File: config.mk
export PLATFORM = sky130hd
export DESIGN_NAME = misc_slice
export DESIGN_NICKNAME = d
export VERILOG_FILES = /design/src/design/misc_slice_pkg.sv /design/src/design/misc_slice.sv
export SDC_FILE = /design/constraint.sdc
export NUM_CORES = 1
export LEC_CHECK = 0
export ABC_AREA = 1
export BUFFER_PORTS_ARGS = -buffer_cell sky130_fd_sc_hd__buf_2
export CORE_UTILIZATION = 50
export DETAILED_ROUTE_END_ITERATION = 8
export MAX_ROUTING_LAYER = met4
export PLACE_DENSITY = 0.87
export SYNTH_ARGS = -nofsm -noshare
export SYNTH_HDL_FRONTEND = slang
export SYNTH_SLANG_ARGS = --single-unit
File: constraint.sdc
create_clock -name ref_clk_i -period 2.7 [get_ports ref_clk_i]
set_input_delay 0.135 -clock ref_clk_i [delete_from_list [all_inputs] [get_ports ref_clk_i]]
set_output_delay 0.135 -clock ref_clk_i [all_outputs]
set_load 0.05 [all_outputs]
File: src/design/misc_slice_pkg.sv
// Constants shared by the runtime miscellaneous register slice.
package misc_slice_pkg;

    // ------------------------------------------------------------
    // Register indices; the byte address is four times the index.
    // ------------------------------------------------------------
    localparam logic [7:0] IDX_EN = 8'h1a;
    localparam logic [7:0] IDX_RSVD_A = 8'h1b;
    localparam logic [7:0] IDX_STS = 8'h1c;
    localparam logic [7:0] IDX_RSVD_B = 8'h1d;
    localparam logic [7:0] IDX_FORCE = 8'h1e;
    localparam logic [7:0] IDX_RATE = 8'h1f;
    localparam logic [7:0] IDX_SER1 = 8'h20;
    localparam logic [7:0] IDX_SER2 = 8'h21;

    // ------------------------------------------------------------
    // Reset values and implemented-bit masks.
    // ------------------------------------------------------------
    localparam logic [7:0] EN_RESET = 8'h00;
    localparam logic [5:0] STS_RESET = 6'h00;
    localparam logic [1:0] FORCE_RESET = 2'h1;
    localparam logic [7:0] SHADOW_RESET = 8'h00;
    localparam logic [7:0] EN_MASK = 8'hcf;
    localparam logic [7:0] RATE_MASK = 8'hdf;
    localparam logic [7:0] QUEUE_MASK = 8'hcf;

    // ------------------------------------------------------------
    // Bus encodings.
    // ------------------------------------------------------------
    localparam int unsigned HTRANS_ACTIVE_BIT = 1;
    localparam int unsigned DATA_W = 32;

endpackage

File: src/design/misc_slice.sv
// Runtime miscellaneous register slice with an AHB-Lite register port.
`timescale 1ns/1ns
module misc_slice #(
    parameter int unsigned ADDR_W = 10
) (
    input wire logic ref_clk_i,
    input wire logic rst_n_i,
    input wire logic main_rst_n_i,
    input wire logic hsel_i,
    input wire logic [ADDR_W-1:0] haddr_i,
    input wire logic [1:0] htrans_i,
    input wire logic hwrite_i,
    input wire logic [2:0] hsize_i,
    input wire logic [misc_slice_pkg::DATA_W-1:0] hwdata_i,
    input wire logic hready_i,
    output logic [misc_slice_pkg::DATA_W-1:0] hrdata_o,
    output logic hreadyout_o,
    output logic hresp_o,
    input wire logic general_pin_54_i,
    input wire logic general_pin_55_i,
    input wire logic general_pin_56_i,
    input wire logic general_pin_57_i,
    input wire logic fan_speed_sense_1_i,
    input wire logic fan_speed_sense_2_i,
    output logic grouped_mgmt_irq_out_n_o,
    input wire logic general_pin_21_i,
    input wire logic general_pin_22_i,
    input wire logic general_pin_41_i,
    input wire logic general_pin_43_i,
    input wire logic general_pin_60_i,
    input wire logic general_pin_61_i,
    input wire logic head_step_pulse_n_i,
    input wire logic drive_select_0_n_i,
    input wire logic drive_select_1_n_i,
    input wire logic media_changed_input_n_i,
    output logic media_changed_o,
    input wire logic rate_wr_i,
    input wire logic [7:0] rate_data_i,
    input wire logic serial1_queue_wr_i,
    input wire logic [7:0] serial1_queue_data_i,
    input wire logic serial2_queue_wr_i,
    input wire logic [7:0] serial2_queue_data_i
);
    import misc_slice_pkg::*;

    // ------------------------------------------------------------
    // Bus slave
    // ------------------------------------------------------------
    logic ph_wr;
    logic ph_rd;
    logic [7:0] ph_idx;
    logic rd_done;
    logic addr_take;
    logic wr_en;
    logic wr_sts;
    logic wr_force;
    logic [7:0] wdat;
    logic [7:0] rd_mux;

    // Registers and internal state.
    logic [7:0] mgmt_irq_enable_five;
    logic [5:0] edge_event_status;
    logic [1:0] forced_media_change;
    logic [7:0] floppy_rate_mirror;
    logic [7:0] serial1_queue_ctrl_mirror;
    logic [7:0] serial2_queue_ctrl_mirror;
    logic [5:0] pin_now;
    logic [5:0] pin_prev;
    logic prev_ok;
    logic [5:0] edge_hit;
    logic [7:0] irq_src;
    logic [1:0] step_clr;
    logic [1:0] force_set;
    logic next_media;
    logic irq_any;

    // An address phase is taken only while the bus is ready.
    assign addr_take = hsel_i && htrans_i[HTRANS_ACTIVE_BIT] && hready_i;
    assign hresp_o = 1'b0;
    // Reads stall one cycle so that read data always comes from a flop.
    assign hreadyout_o = !(ph_rd && !rd_done);

    // Address phase capture.
    always_ff @(posedge ref_clk_i)
    begin
        if (!rst_n_i)
        begin
            ph_wr <= 1'b0;
            ph_rd <= 1'b0;
            ph_idx <= 8'h00;
        end
        else if (hready_i)
        begin
            ph_wr <= addr_take && hwrite_i;
            ph_rd <= addr_take && !hwrite_i;
            ph_idx <= {2'b00, haddr_i[7:2]};
        end
    end

    // Wait-state tracker for read data phases.
    always_ff @(posedge ref_clk_i)
    begin
        if (!rst_n_i)
            rd_done <= 1'b0;
        else if (hready_i)
            rd_done <= 1'b0;
        else if (ph_rd)
            rd_done <= 1'b1;
    end

    // Write strobes; a write data phase always lasts one cycle.
    // Upper address bits must be zero for a hit; other addresses are ignored.
    assign wdat = hwdata_i[7:0];
    logic hi_zero;
    logic [ADDR_W-1:0] haddr_q_hi;
    assign hi_zero = (ADDR_W <= 8) || (haddr_q_hi == '0);
    always_ff @(posedge ref_clk_i)
    begin
        if (!rst_n_i)
            haddr_q_hi <= '0;
        else if (hready_i)
            haddr_q_hi <= haddr_i >> 8;
    end
    assign wr_en = ph_wr && hi_zero && (ph_idx == IDX_EN);
    assign wr_sts = ph_wr && hi_zero && (ph_idx == IDX_STS);
    assign wr_force = ph_wr && hi_zero && (ph_idx == IDX_FORCE);

    // Read multiplexer; reserved and unmapped offsets read zero.
    always_comb
    begin
        rd_mux = 8'h00;
        if (hi_zero)
        begin
            unique case (ph_idx)
                IDX_EN: rd_mux = mgmt_irq_enable_five;
                IDX_STS: rd_mux = {2'b00, edge_event_status};
                IDX_FORCE: rd_mux = {6'h00, forced_media_change};
                IDX_RATE: rd_mux = floppy_rate_mirror;
                IDX_SER1: rd_mux = serial1_queue_ctrl_mirror;
                IDX_SER2: rd_mux = serial2_queue_ctrl_mirror;
                default: rd_mux = 8'h00;
            endcase
        end
    end

    // Read data is loaded in the stalled cycle and held afterwards.
    always_ff @(posedge ref_clk_i)
    begin
        if (!rst_n_i)
            hrdata_o <= '0;
        else if (ph_rd && !rd_done)
            hrdata_o <= {24'h000000, rd_mux};
    end

    // ------------------------------------------------------------
    // Interrupt enable and grouped output
    // ------------------------------------------------------------
    assign irq_src = {fan_speed_sense_2_i, fan_speed_sense_1_i, 2'b00, general_pin_57_i,
                      general_pin_56_i, general_pin_55_i, general_pin_54_i};
    // Any enabled source that is active at present.
    assign irq_any = |(mgmt_irq_enable_five & irq_src);

    // Enable register; reserved bits 5:4 are not stored.
    always_ff @(posedge ref_clk_i)
    begin
        if (!rst_n_i)
            mgmt_irq_enable_five <= EN_RESET;
        else if (wr_en)
            mgmt_irq_enable_five <= wdat & EN_MASK;
    end

    // Grouped output is driven low while any enabled source is active.
    always_ff @(posedge ref_clk_i)
    begin
        if (!rst_n_i)
            grouped_mgmt_irq_out_n_o <= 1'b1;
        else
            grouped_mgmt_irq_out_n_o <= !irq_any;
    end

    // ------------------------------------------------------------
    // Either-edge status
    // ------------------------------------------------------------
    assign pin_now = {general_pin_61_i, general_pin_60_i, general_pin_43_i,
                      general_pin_41_i, general_pin_22_i, general_pin_21_i};
    // No edge is reported until a first sample exists after reset.
    assign edge_hit = prev_ok ? (pin_now ^ pin_prev) : 6'h00;

    // Previous pin levels.
    always_ff @(posedge ref_clk_i)
    begin
        if (!rst_n_i)
        begin
            pin_prev <= 6'h00;
            prev_ok <= 1'b0;
        end
        else
        begin
            pin_prev <= pin_now;
            prev_ok <= 1'b1;
        end
    end

    // Sticky status; a new edge wins over a same-cycle clear.
    always_ff @(posedge ref_clk_i)
    begin
        if (!rst_n_i)
            edge_event_status <= STS_RESET;
        else
            edge_event_status <= (edge_event_status & ~(wr_sts ? wdat[5:0] : 6'h00))
                                 | edge_hit;
    end

    // ------------------------------------------------------------
    // Forced disk change
    // ------------------------------------------------------------
    assign force_set = wr_force ? wdat[1:0] : 2'b00;
    assign step_clr = {!head_step_pulse_n_i && !drive_select_1_n_i,
                       !head_step_pulse_n_i && !drive_select_0_n_i};

    // Set-only from software; a software set wins over a step clear.
    always_ff @(posedge ref_clk_i)
    begin
        if (!main_rst_n_i)
            forced_media_change <= FORCE_RESET;
        else
            forced_media_change <= (forced_media_change & ~step_clr)
                                   | force_set;
    end

    // Disk-change flag seen by the floppy input register bit 7.
    assign next_media = (!drive_select_0_n_i && forced_media_change[0])
                        || (!drive_select_1_n_i && forced_media_change[1])
                        || !media_changed_input_n_i;
    always_ff @(posedge ref_clk_i)
    begin
        if (!rst_n_i)
            media_changed_o <= 1'b0;
        else
            media_changed_o <= next_media;
    end

    // ------------------------------------------------------------
    // Read-only mirrors of write-only control registers
    // ------------------------------------------------------------
    always_ff @(posedge ref_clk_i)
    begin
        if (!rst_n_i)
            floppy_rate_mirror <= SHADOW_RESET;
        else if (rate_wr_i)
            floppy_rate_mirror <= rate_data_i & RATE_MASK;
    end

    // Serial port 1 queue control mirror.
    always_ff @(posedge ref_clk_i)
    begin
        if (!rst_n_i)
            serial1_queue_ctrl_mirror <= SHADOW_RESET;
        else if (serial1_queue_wr_i)
            serial1_queue_ctrl_mirror <= serial1_queue_data_i & QUEUE_MASK;
    end

    // Serial port 2 queue control mirror.
    always_ff @(posedge ref_clk_i)
    begin
        if (!rst_n_i)
            serial2_queue_ctrl_mirror <= SHADOW_RESET;
        else if (serial2_queue_wr_i)
            serial2_queue_ctrl_mirror <= serial2_queue_data_i & QUEUE_MASK;
    end
endmodule

After elaboration in Yosys (flattened, before gate mapping)
Cells that the tools add are included.

storage, ports and cells
  register bits = 61
  input port bits = 96
  output and inout port bits = 36

operators by class
  eq/ne operators = 6
  mux-type cells = 6
  bitwise operators = 9
  reductions and logical operators = 26

operators with widths
  kind                count
  $pmux 8 s6          1
  $eq 6x5->1 const B  4
  $logic_and 1x1->1   13
  $eq 6x6->1 const B  2
  $mux 6              2
  $logic_not 10->1    1
  $and 8x8->8         1
  $logic_not 1->1     8
  $mux 8              1
  $reduce_or 8->1     1
  $and 6x6->6         1
  $not 6->6           1
  $or 6x6->6          1
  $xor 6x6->6         1
  $and 2x2->2         1
  $logic_or 1x1->1    2
  $mux 2              1
  $not 2->2           1
  $or 2x2->2          1
  $reduce_or 2->1     1
  $mux 1              1
  $not 1->1           1

Longest topological paths before layout
Gate-level depths: netlist (run 1).

  word-level depth = 7
  mapped depth = 10
  gate-level depth less buffers = 10

Worst setup path before layout (run 1)
Ideal clock, no wire load.

  kind = reg-to-reg
  start = register rd_done
  end = register hrdata_o[5] (netlist name)
  arrival time = 1.306 ns
  path slack = 1.265 ns
  cell stages (with the launch flop) = 8
  clock period less this slack = 1.435 ns
  path through = dfxtp_1 > inv_1 > nand2_1 > inv_1 > nand2_1 > inv_1 > a32oi_1 > nor2_1

between the ends
  cells in the longest elaborated chain, start to end = 2

ends and longest elaborated chain
  element                   RTL line           text
  start: declaration        misc_slice.sv:52   logic rd_done;
  start signal: assignment  misc_slice.sv:104  rd_done <= 1'b0;
  start signal: assignment  misc_slice.sv:106  rd_done <= 1'b0;
  start signal: assignment  misc_slice.sv:108  rd_done <= 1'b1;
  $logic_not 1->1           misc_slice.sv:151  else if (ph_rd && !rd_done)
  $logic_and 1x1->1         misc_slice.sv:151
  end signal: assignment    misc_slice.sv:152  hrdata_o <= {24'h000000, rd_mux};
  end: declaration          misc_slice.sv:16   output logic [misc_slice_pkg::DATA_W-1:0] hrdata_o,

No other way between the ends.
A chain may end at the register's enable or synchronous reset.

Worst setup path in the final report (run 1)
  start = register ph_idx[4]
  end = register mgmt_irq_enable_five[2]

between the ends
  cells in the longest elaborated chain, start to end = 2

ends and longest elaborated chain
  element                   RTL line           text
  start: declaration        misc_slice.sv:51   logic [7:0] ph_idx;
  start signal: assignment  misc_slice.sv:96   ph_idx <= {2'b00, haddr_i[7:2]};
  $eq 6x5->1                misc_slice.sv:124  assign wr_en = ph_wr && hi_zero && (ph_idx == IDX_EN);
  $logic_and 1x1->1         misc_slice.sv:124
  end signal: assignment    misc_slice.sv:169  mgmt_irq_enable_five <= wdat & EN_MASK;
  end: declaration          misc_slice.sv:61   logic [7:0] mgmt_irq_enable_five;

No other way between the ends.

==> results of run 1 <==
-- synth_stat cells (2+ instances only) --
cell type	instances	area (um^2)
nand2_4	3	33.8
clkbuf_1	6	22.5
nand2_1	71	267
a21oi_1	25	125
a21oi_2	2	17.5
inv_1	33	124
xor2_1	6	52.6
nor2_2	2	12.5
o21ai_0	39	195
nand4_1	4	25.0
dfxtp_1	61	1220
buf_4	25	188
nand3_1	29	145
nor2_1	63	236
inv_2	3	11.3
nand2_2	2	12.5
nor2_4	6	67.6
-- cell families (layout without fill, tap and decap cells) --
logic type / Yosys count / after routing / synth area share [%]
simple gates: 182 / 182 / 29.2
xor+xnor: 6 / 6 / 1.86
compound gates: 70 / 70 / 13.1
flops: 61 / 61 / 43.3
buf+inv: 68 / 125 / 12.4
other cells: 1 / 25 / 0.133
-- what timing repair did --
item                      in CTS  in global routing
hold endpoints to repair       2                  0
hold buffers                   2                  0
setup buffers                  0                  0
-- metrics by stage --
stage / std cells / total power, mW / cell area (um^2) / setup WS [ns]
5_1_grt: 539 / 2.00 / 3320 / 1.10
4_1_cts: 539 / 1.93 / 3320 / 1.27
3_3_place_gp: 522 / 1.24 / 3140 / 1.26
2_1_floorplan: 412 / 1.20 / 2910 / 1.27
3_5_place_dp: 522 / 1.25 / 3140 / 1.23
6_report: 539 / 1.92 / 3320 / 1.27
-- report_power, final --
group          internal [mW]  switching (mW)
logic                 0.0736           0.189
registers              0.945          0.0289
clock network          0.351           0.328
-- registers in the layout, summed over array words and instances (netlist names) --
name                       flops
rd_done                        1
ph_rd                          1
haddr_q_hi                     2
hrdata_o                       8
edge_event_status              6
mgmt_irq_enable_five           6
pin_prev                       6
serial2_queue_ctrl_mirror      6
floppy_rate_mirror             7
serial1_queue_ctrl_mirror      6
forced_media_change            2
grouped_mgmt_irq_out_n_o       1
ph_idx                         6
prev_ok                        1
media_changed_o                1
ph_wr                          1
-- critical path, cell delays in order, from the launching register on --
cell and delay [ns]:
dfxtp_1 0.40, nand2_4 0.13, nor2_4 0.20, nand2_1 0.12, nor2_2 0.23, inv_2 0.10
nor2_1 0.10, nor2_1 0.05
-- placed cells by master, fill, tap and decap left out, drive strengths merged --
cell | Yosys | routed
a21boi | 1 | 1
a21oi | 27 | 27
a221oi | 1 | 1
a22oi | 1 | 1
a32oi | 1 | 1
buf | 25 | 71
clkbuf | 6 | 13
clkinv | 1 | 3
conb | 1 | 25
dfxtp | 61 | 61
dlygate4sd3 | 0 | 2
inv | 36 | 36
nand2 | 76 | 76
nand3 | 29 | 29
nand4 | 4 | 4
nor2 | 72 | 72
nor3 | 1 | 1
o21ai | 39 | 39
xor2 | 6 | 6
-- path summary, 6_finish.rpt --
check	from	to	slack, ns	cells past startpoint
worst max-delay path	ph_idx[4]	mgmt_irq_enable_five[2]	1.27	7
worst min-delay path	general_pin_22_i	pin_prev[1]	0.005	3
worst min register to register	floppy_rate_mirror[4]	floppy_rate_mirror[4]	0.46	2
worst max register to register	ph_idx[4]	mgmt_irq_enable_five[2]	1.27	7
-- layer usage --
layer | up-vias | GRT usage [%] | wire, um | share of wire (%)
met1 | 1172 | 26.4 | 2790 | 45
met2 | 89 | 37.3 | 3060 | 49
li1 | 1353 | - | - | -
met4 | 0 | 9.43 | 48 | 0.77
met3 | 4 | 5.83 | 364 | 5.8
met5 | - | - | 0 | 0
-- cell type report --
cell class	instances	share of cell area, %
clock buffers	13	4.48
clock inverters	2	0.301
inverters	37	4.18
multi-input cells	283	40.4
flip-flops and latches	61	36.7
well taps	70	2.64
repair buffers	73	11.3
==> metrics, run 1 <==
Critical Path RT=roughly 2.9 ns; Inserted Diodes=0; dpl hpwl=4760 um; critical path type=reg -> reg; max frequency=around 700 MHz; Lkg Pwr=1.66 nW; Die H=77.1 um; width of the chip=77.1 um; Startpoint Class=register; Crit. End Element=register; CTS tree=done; endpoints failing setup=0; Least-Margin Pin Slew=roughly 0.64 ns; Hold Vio Cnt, Final=0; pwr dens=~580 mW/mm^2; Starting DRT DRC Count=around 180; ys async rst share=0%; Most used DFF post-synth=dfxtp_1; routability cong.=0.822; register area share after synthesis=43.3%; max-slew violation count=0; Syn Inst Count=388; Num Clock Sinks=61; Setup TNS Final=0 ns; status=finished clean; via density per instance=4.86; H-tree Lvls=3; Synth Register Bits=61; storage element area=0.00122 mm^2; Max transition margin=57.5%; wire per inst=11.6 um; via count=2,618; Peak VDD IR=0.389 mV; GRT Util Overall=22.8%; Initial DRT Pass Iterations=5; Syn Std Cell Area=around 0.0028 mm^2; DRT antenna net count=0; I/O Buffers=71; fill count=481; layout cell share with drive strength beyond 1=21.7%; first-pass GRT wire length=10,500 um; arrival time at the worst endpoint=1.66 ns; worst-skew pair later-pin latency=0.34 ns; syn_area_per_cell=7.27 um^2; CP max FO=7; cts repair resizes=0; DRT Wirelength=6260 um; clock period minus worst slack=1.43 ns; initial core utilization=about 54%; CTS Buf Count=9; row cnt=26; CTS clk-pin slew, worst paths=0.07 ns; clk root buf=clkbuf_8; die area=0.00595 mm^2; Hold WS=0.00535 ns; drt drc=0; P&R area growth vs syn=17.8%; post-synth cell types=25; Hold WC Path Type=in -> reg; vias in the first global route=2,447; Layout Nets=approximately 560; synth warn=0; largest net degree at the start of global routing=45; GRT overflow=0; core area=0.00527 mm^2; clk_skew=0.00862 ns; top-level I/O count=around 130; period utilization=53.1%; final core occ=63.1%; area of the multi-input gates=roughly 0.0013 mm^2; Max Cap Viol=0; initial antenna violation count=0; Clock Path Buffers=2; RSZ-0062 raised after global routing=false; Post-synth EDFFs=0
Note: power is estimated with default switching activity, not from simulation.
==> run 2, diff against run 1 <==
ABC_AREA = 0   (was 1)
CORE_UTILIZATION = 42   (was 50)
PLACE_DENSITY = 0.79   (was 0.87)
clock period = 1.3 ns   (was 2.7 ns; I/O delays follow)
==> metrics, run 2 <==
Starting DRT DRC Count=243 (was 178); status=finished, violations left (was finished clean); post-synthesis xor/xnor area fraction=1.92% (was 1.86%); failing checks=setup timing; die area=0.00684 mm^2 (was 0.00595 mm^2); Post-synth top cells=dfxtp_1, mux2i_1, nor2_1 (was nand2_1, nor2_1, dfxtp_1); CP peak stage delay=0.49 ns (was 0.40 ns); first-pass GRT wire length=11,100 um (was 10,500 um); Crit. End Element=register (unchanged); wire per inst=14.2 um (was 11.6 um); CTS clk-pin slew, worst paths=0.08 ns (was 0.07 ns); crit-path cells=or3b_4 > or4_4 > o21ai_1 > a21oi_1 (was nand2_4 > nor2_4 > nand2_1 > nor2_2 > inv_2 > nor2_1 > nor2_1); layout cell share with drive strength beyond 1=34.0% (was 21.7%); register area share after synthesis=44.6% (was 43.3%); Synth Register Bits=61 (unchanged); arrival time at the worst endpoint=1.78 ns (was 1.66 ns); Post-synth EDFFs=0 (unchanged); Critical Path RT=1.53 ns (was 2.93 ns); Clock Path Buffers=2 (unchanged); RSZ-0062 raised after global routing=true (was false); initial antenna violation count=0 (unchanged); routability cong.=0.818 (was 0.822); largest net degree at the start of global routing=33 (was 45); Peak VDD IR=0.865 mV (was 0.389 mV); CP Buf/Inv Count=0 (was 1); Tot Pwr=4.48 mW (was 1.92 mW); GRT overflow=0 (unchanged); max-slew violation count=0 (unchanged); mux cell area share after synthesis=15.1% (was 0%); row cnt=29 (was 26); Most used DFF post-synth=dfxtp_1 (unchanged); post-layout worst setup margin=-0.250 ns (was 1.27 ns); DRT Wirelength=7160 um (was 6260 um); Layout Nets=517 (was 561); syn_area_per_cell=9.33 um^2 (was 7.27 um^2); GRT Util Overall=23.0% (was 22.8%); period utilization=119% (was 53.1%); dpl hpwl=4600 um (was 4760 um); Initial DRT Pass Iterations=4 (was 5); FF-to-FF setup slack=-0.25 ns (was 1.27 ns); Max Cap Viol=0 (unchanged); pwr dens=1120 mW/mm^2 (was 576 mW/mm^2); Hold Vio Cnt, Final=0 (unchanged); clock period minus worst slack=1.55 ns (was 1.43 ns); count leader, synth=dfxtp_1 (was nand2_1); Top delay family on crit path=simple AND/OR/NAND/NOR gates (unchanged); endpoints failing setup=18 (was 0); largest family of logic cells by synthesized area=simple AND/OR/NAND/NOR gates (unchanged); Synth area leader=dfxtp_1 (unchanged); CTS Buf Count=9 (unchanged); Inserted Diodes=0 (unchanged); DRT antenna net count=0 (unchanged); ys async rst share=0% (unchanged); worst-skew pair later-pin latency=0.34 ns (about the same); H-tree Lvls=3 (unchanged); P&R area growth vs syn=46.8% (was 17.8%); synth warn=0 (unchanged); most frequent cells in the layout=buf_2, dfxtp_1, dlygate4sd3_1, mux2i_1, nor2_1 (was nand2_1, buf_2, nor2_1, dfxtp_1, o21ai_0); Synth top area share=44.6% (was 43.3%); drt drc=0 (unchanged); Hold WS=0.0145 ns (was 0.00535 ns); top-level I/O count=132 (unchanged); I/O Buffers=71 (unchanged); via count=2,578 (was 2,618); Compound-Gate Fraction of Synth Area=11.4% (was 13.1%); vias in the first global route=2,385 (was 2,447); Synth area leaders=dfxtp_1, mux2i_1, buf_4, nor2_1, a21oi_1 (was dfxtp_1, nand2_1, nor2_1, o21ai_0, buf_4); Die H=82.7 um (was 77.1 um); clk_skew=0.0115 ns (was 0.00862 ns); critical path type=reg -> reg (unchanged); most common cell after layout, fill and taps aside=buf_2; Num Clock Sinks=61 (unchanged); Post-Synth Adder-Cell Area=0% (unchanged); Syn Inst Count=293 (was 388); width of the chip=82.7 um (was 77.1 um); initial core utilization=43.3% (was 53.5%); max reg flops=8 (unchanged); clk root buf=clkbuf_8 (unchanged); Largest Register=hrdata_o (unchanged); largest registers=hrdata_o (8), floppy_rate_mirror (7) (unchanged); via density per instance=5.13 (was 4.86); Critical Path Slowest Stage Cell=or4_4 (was dfxtp_1); CP max FO=6 (was 7); CTS tree=done (unchanged); max frequency=645 MHz (was 698 MHz); Startpoint Class=register (unchanged); Lkg Pwr=1.81 nW (was 1.66 nW); Synth Area in Simple Gates=16.5% (was 29.2%); Syn Std Cell Area=0.00274 mm^2 (was 0.00282 mm^2); core area=0.00631 mm^2 (was 0.00527 mm^2); post-synth cell types=40 (was 25); Hold WC Path Type=in -> reg (unchanged)
run 2: changes by cell type after synthesis, moves of 6 or more:
cell and delta:
nand2_1 -58, mux2i_1 +39, o21ai_0 -35, inv_1 -25, nor2_1 -24, nand3_1 -20
a21oi_1 -13, and2_1 +9, a22oi_1 +6, nor2_4 -6
run 2: through the flow:
step / TNS, ns / cells / setup WS [ns] / util, % / area [um^2]
global placement: -2.22 / 444 / -0.198 / 50.5 / 3190
global route: -4.28 / 503 / -0.315 / 63.6 / 4020
floorplan: -1.74 / 317 / -0.175 / - / 2840
finish: -3.12 / 503 / -0.250 / 63.6 / 4020
detailed placement: -2.41 / 444 / -0.236 / 50.5 / 3190
CTS: -2.40 / 503 / -0.231 / 62.8 / 3960
run 2: cells by family after synthesis:
| family | after synthesis |
|---|---|
| muxes | 41 |
| AOI/OAI and AO/OA | 46 |
| buffers and inverters | 48 |
| and+or+nand+nor | 90 |
| DFF | 61 |
| xor gates and xnor gates | 6 |
| other | 1 |
run 2: cell type report:
cell class	count	area, um^2
clock buffer	11	151
clock inverter	5	58.8
fill	466	2300
inverter	8	30.0
multi-input combinational	208	1470
sequential	61	1240
tap	77	96.3
timing repair buffer	133	968
run 2: final timing paths:
kind                                   end  depth (start not counted)                  from
setup / recovery      edge_event_status[3]                          4         haddr_q_hi[1]
hold / removal    grouped_mgmt_irq_out_n_o                          4   fan_speed_sense_1_i
setup reg to reg      edge_event_status[3]                          4         haddr_q_hi[1]
hold reg to reg       edge_event_status[1]                          2  edge_event_status[1]
run 2: what timing repair did:
action / CTS / global route
buffers inserted: 2 / 0
pin swaps: 15 / 15
cloned: 0 / 0
endpoints found under the setup margin: 22 / 22
resized for setup: 37 / 14
hold endpoints to repair: 40 / 0
hold buffers: 41 / 0
run 2: worst reg2reg max path: cells and delay by family (launching register included):
| kind | cells | cell delay, ns |
|---|---|---|
| and+or+nand+nor | 2 | 0.89 |
| DFF | 1 | 0.32 |
| AOI/OAI and AO/OA | 2 | 0.24 |
run 2: power by group:
part | switching (mW) | total, mW | leakage, nW | internal [mW]
Clock | 0.742 | 1.73 | 0.102 | 0.989
Combinational | 0.410 | 0.730 | 1.21 | 0.321
Sequential | 0.0679 | 2.02 | 0.506 | 1.95
Total | 1.22 | 4.48 | 1.81 | 3.26
run 2: metal layers:
layer	track usage, %	vias up	share of wire, %	routed length (um)
met1	26.5	1212	44	3140
li1	-	1234	-	-
met2	37.4	111	47	3380
met4	11.2	0	3.0	214
met3	5.49	21	6.0	431
met5	-	-	0	0
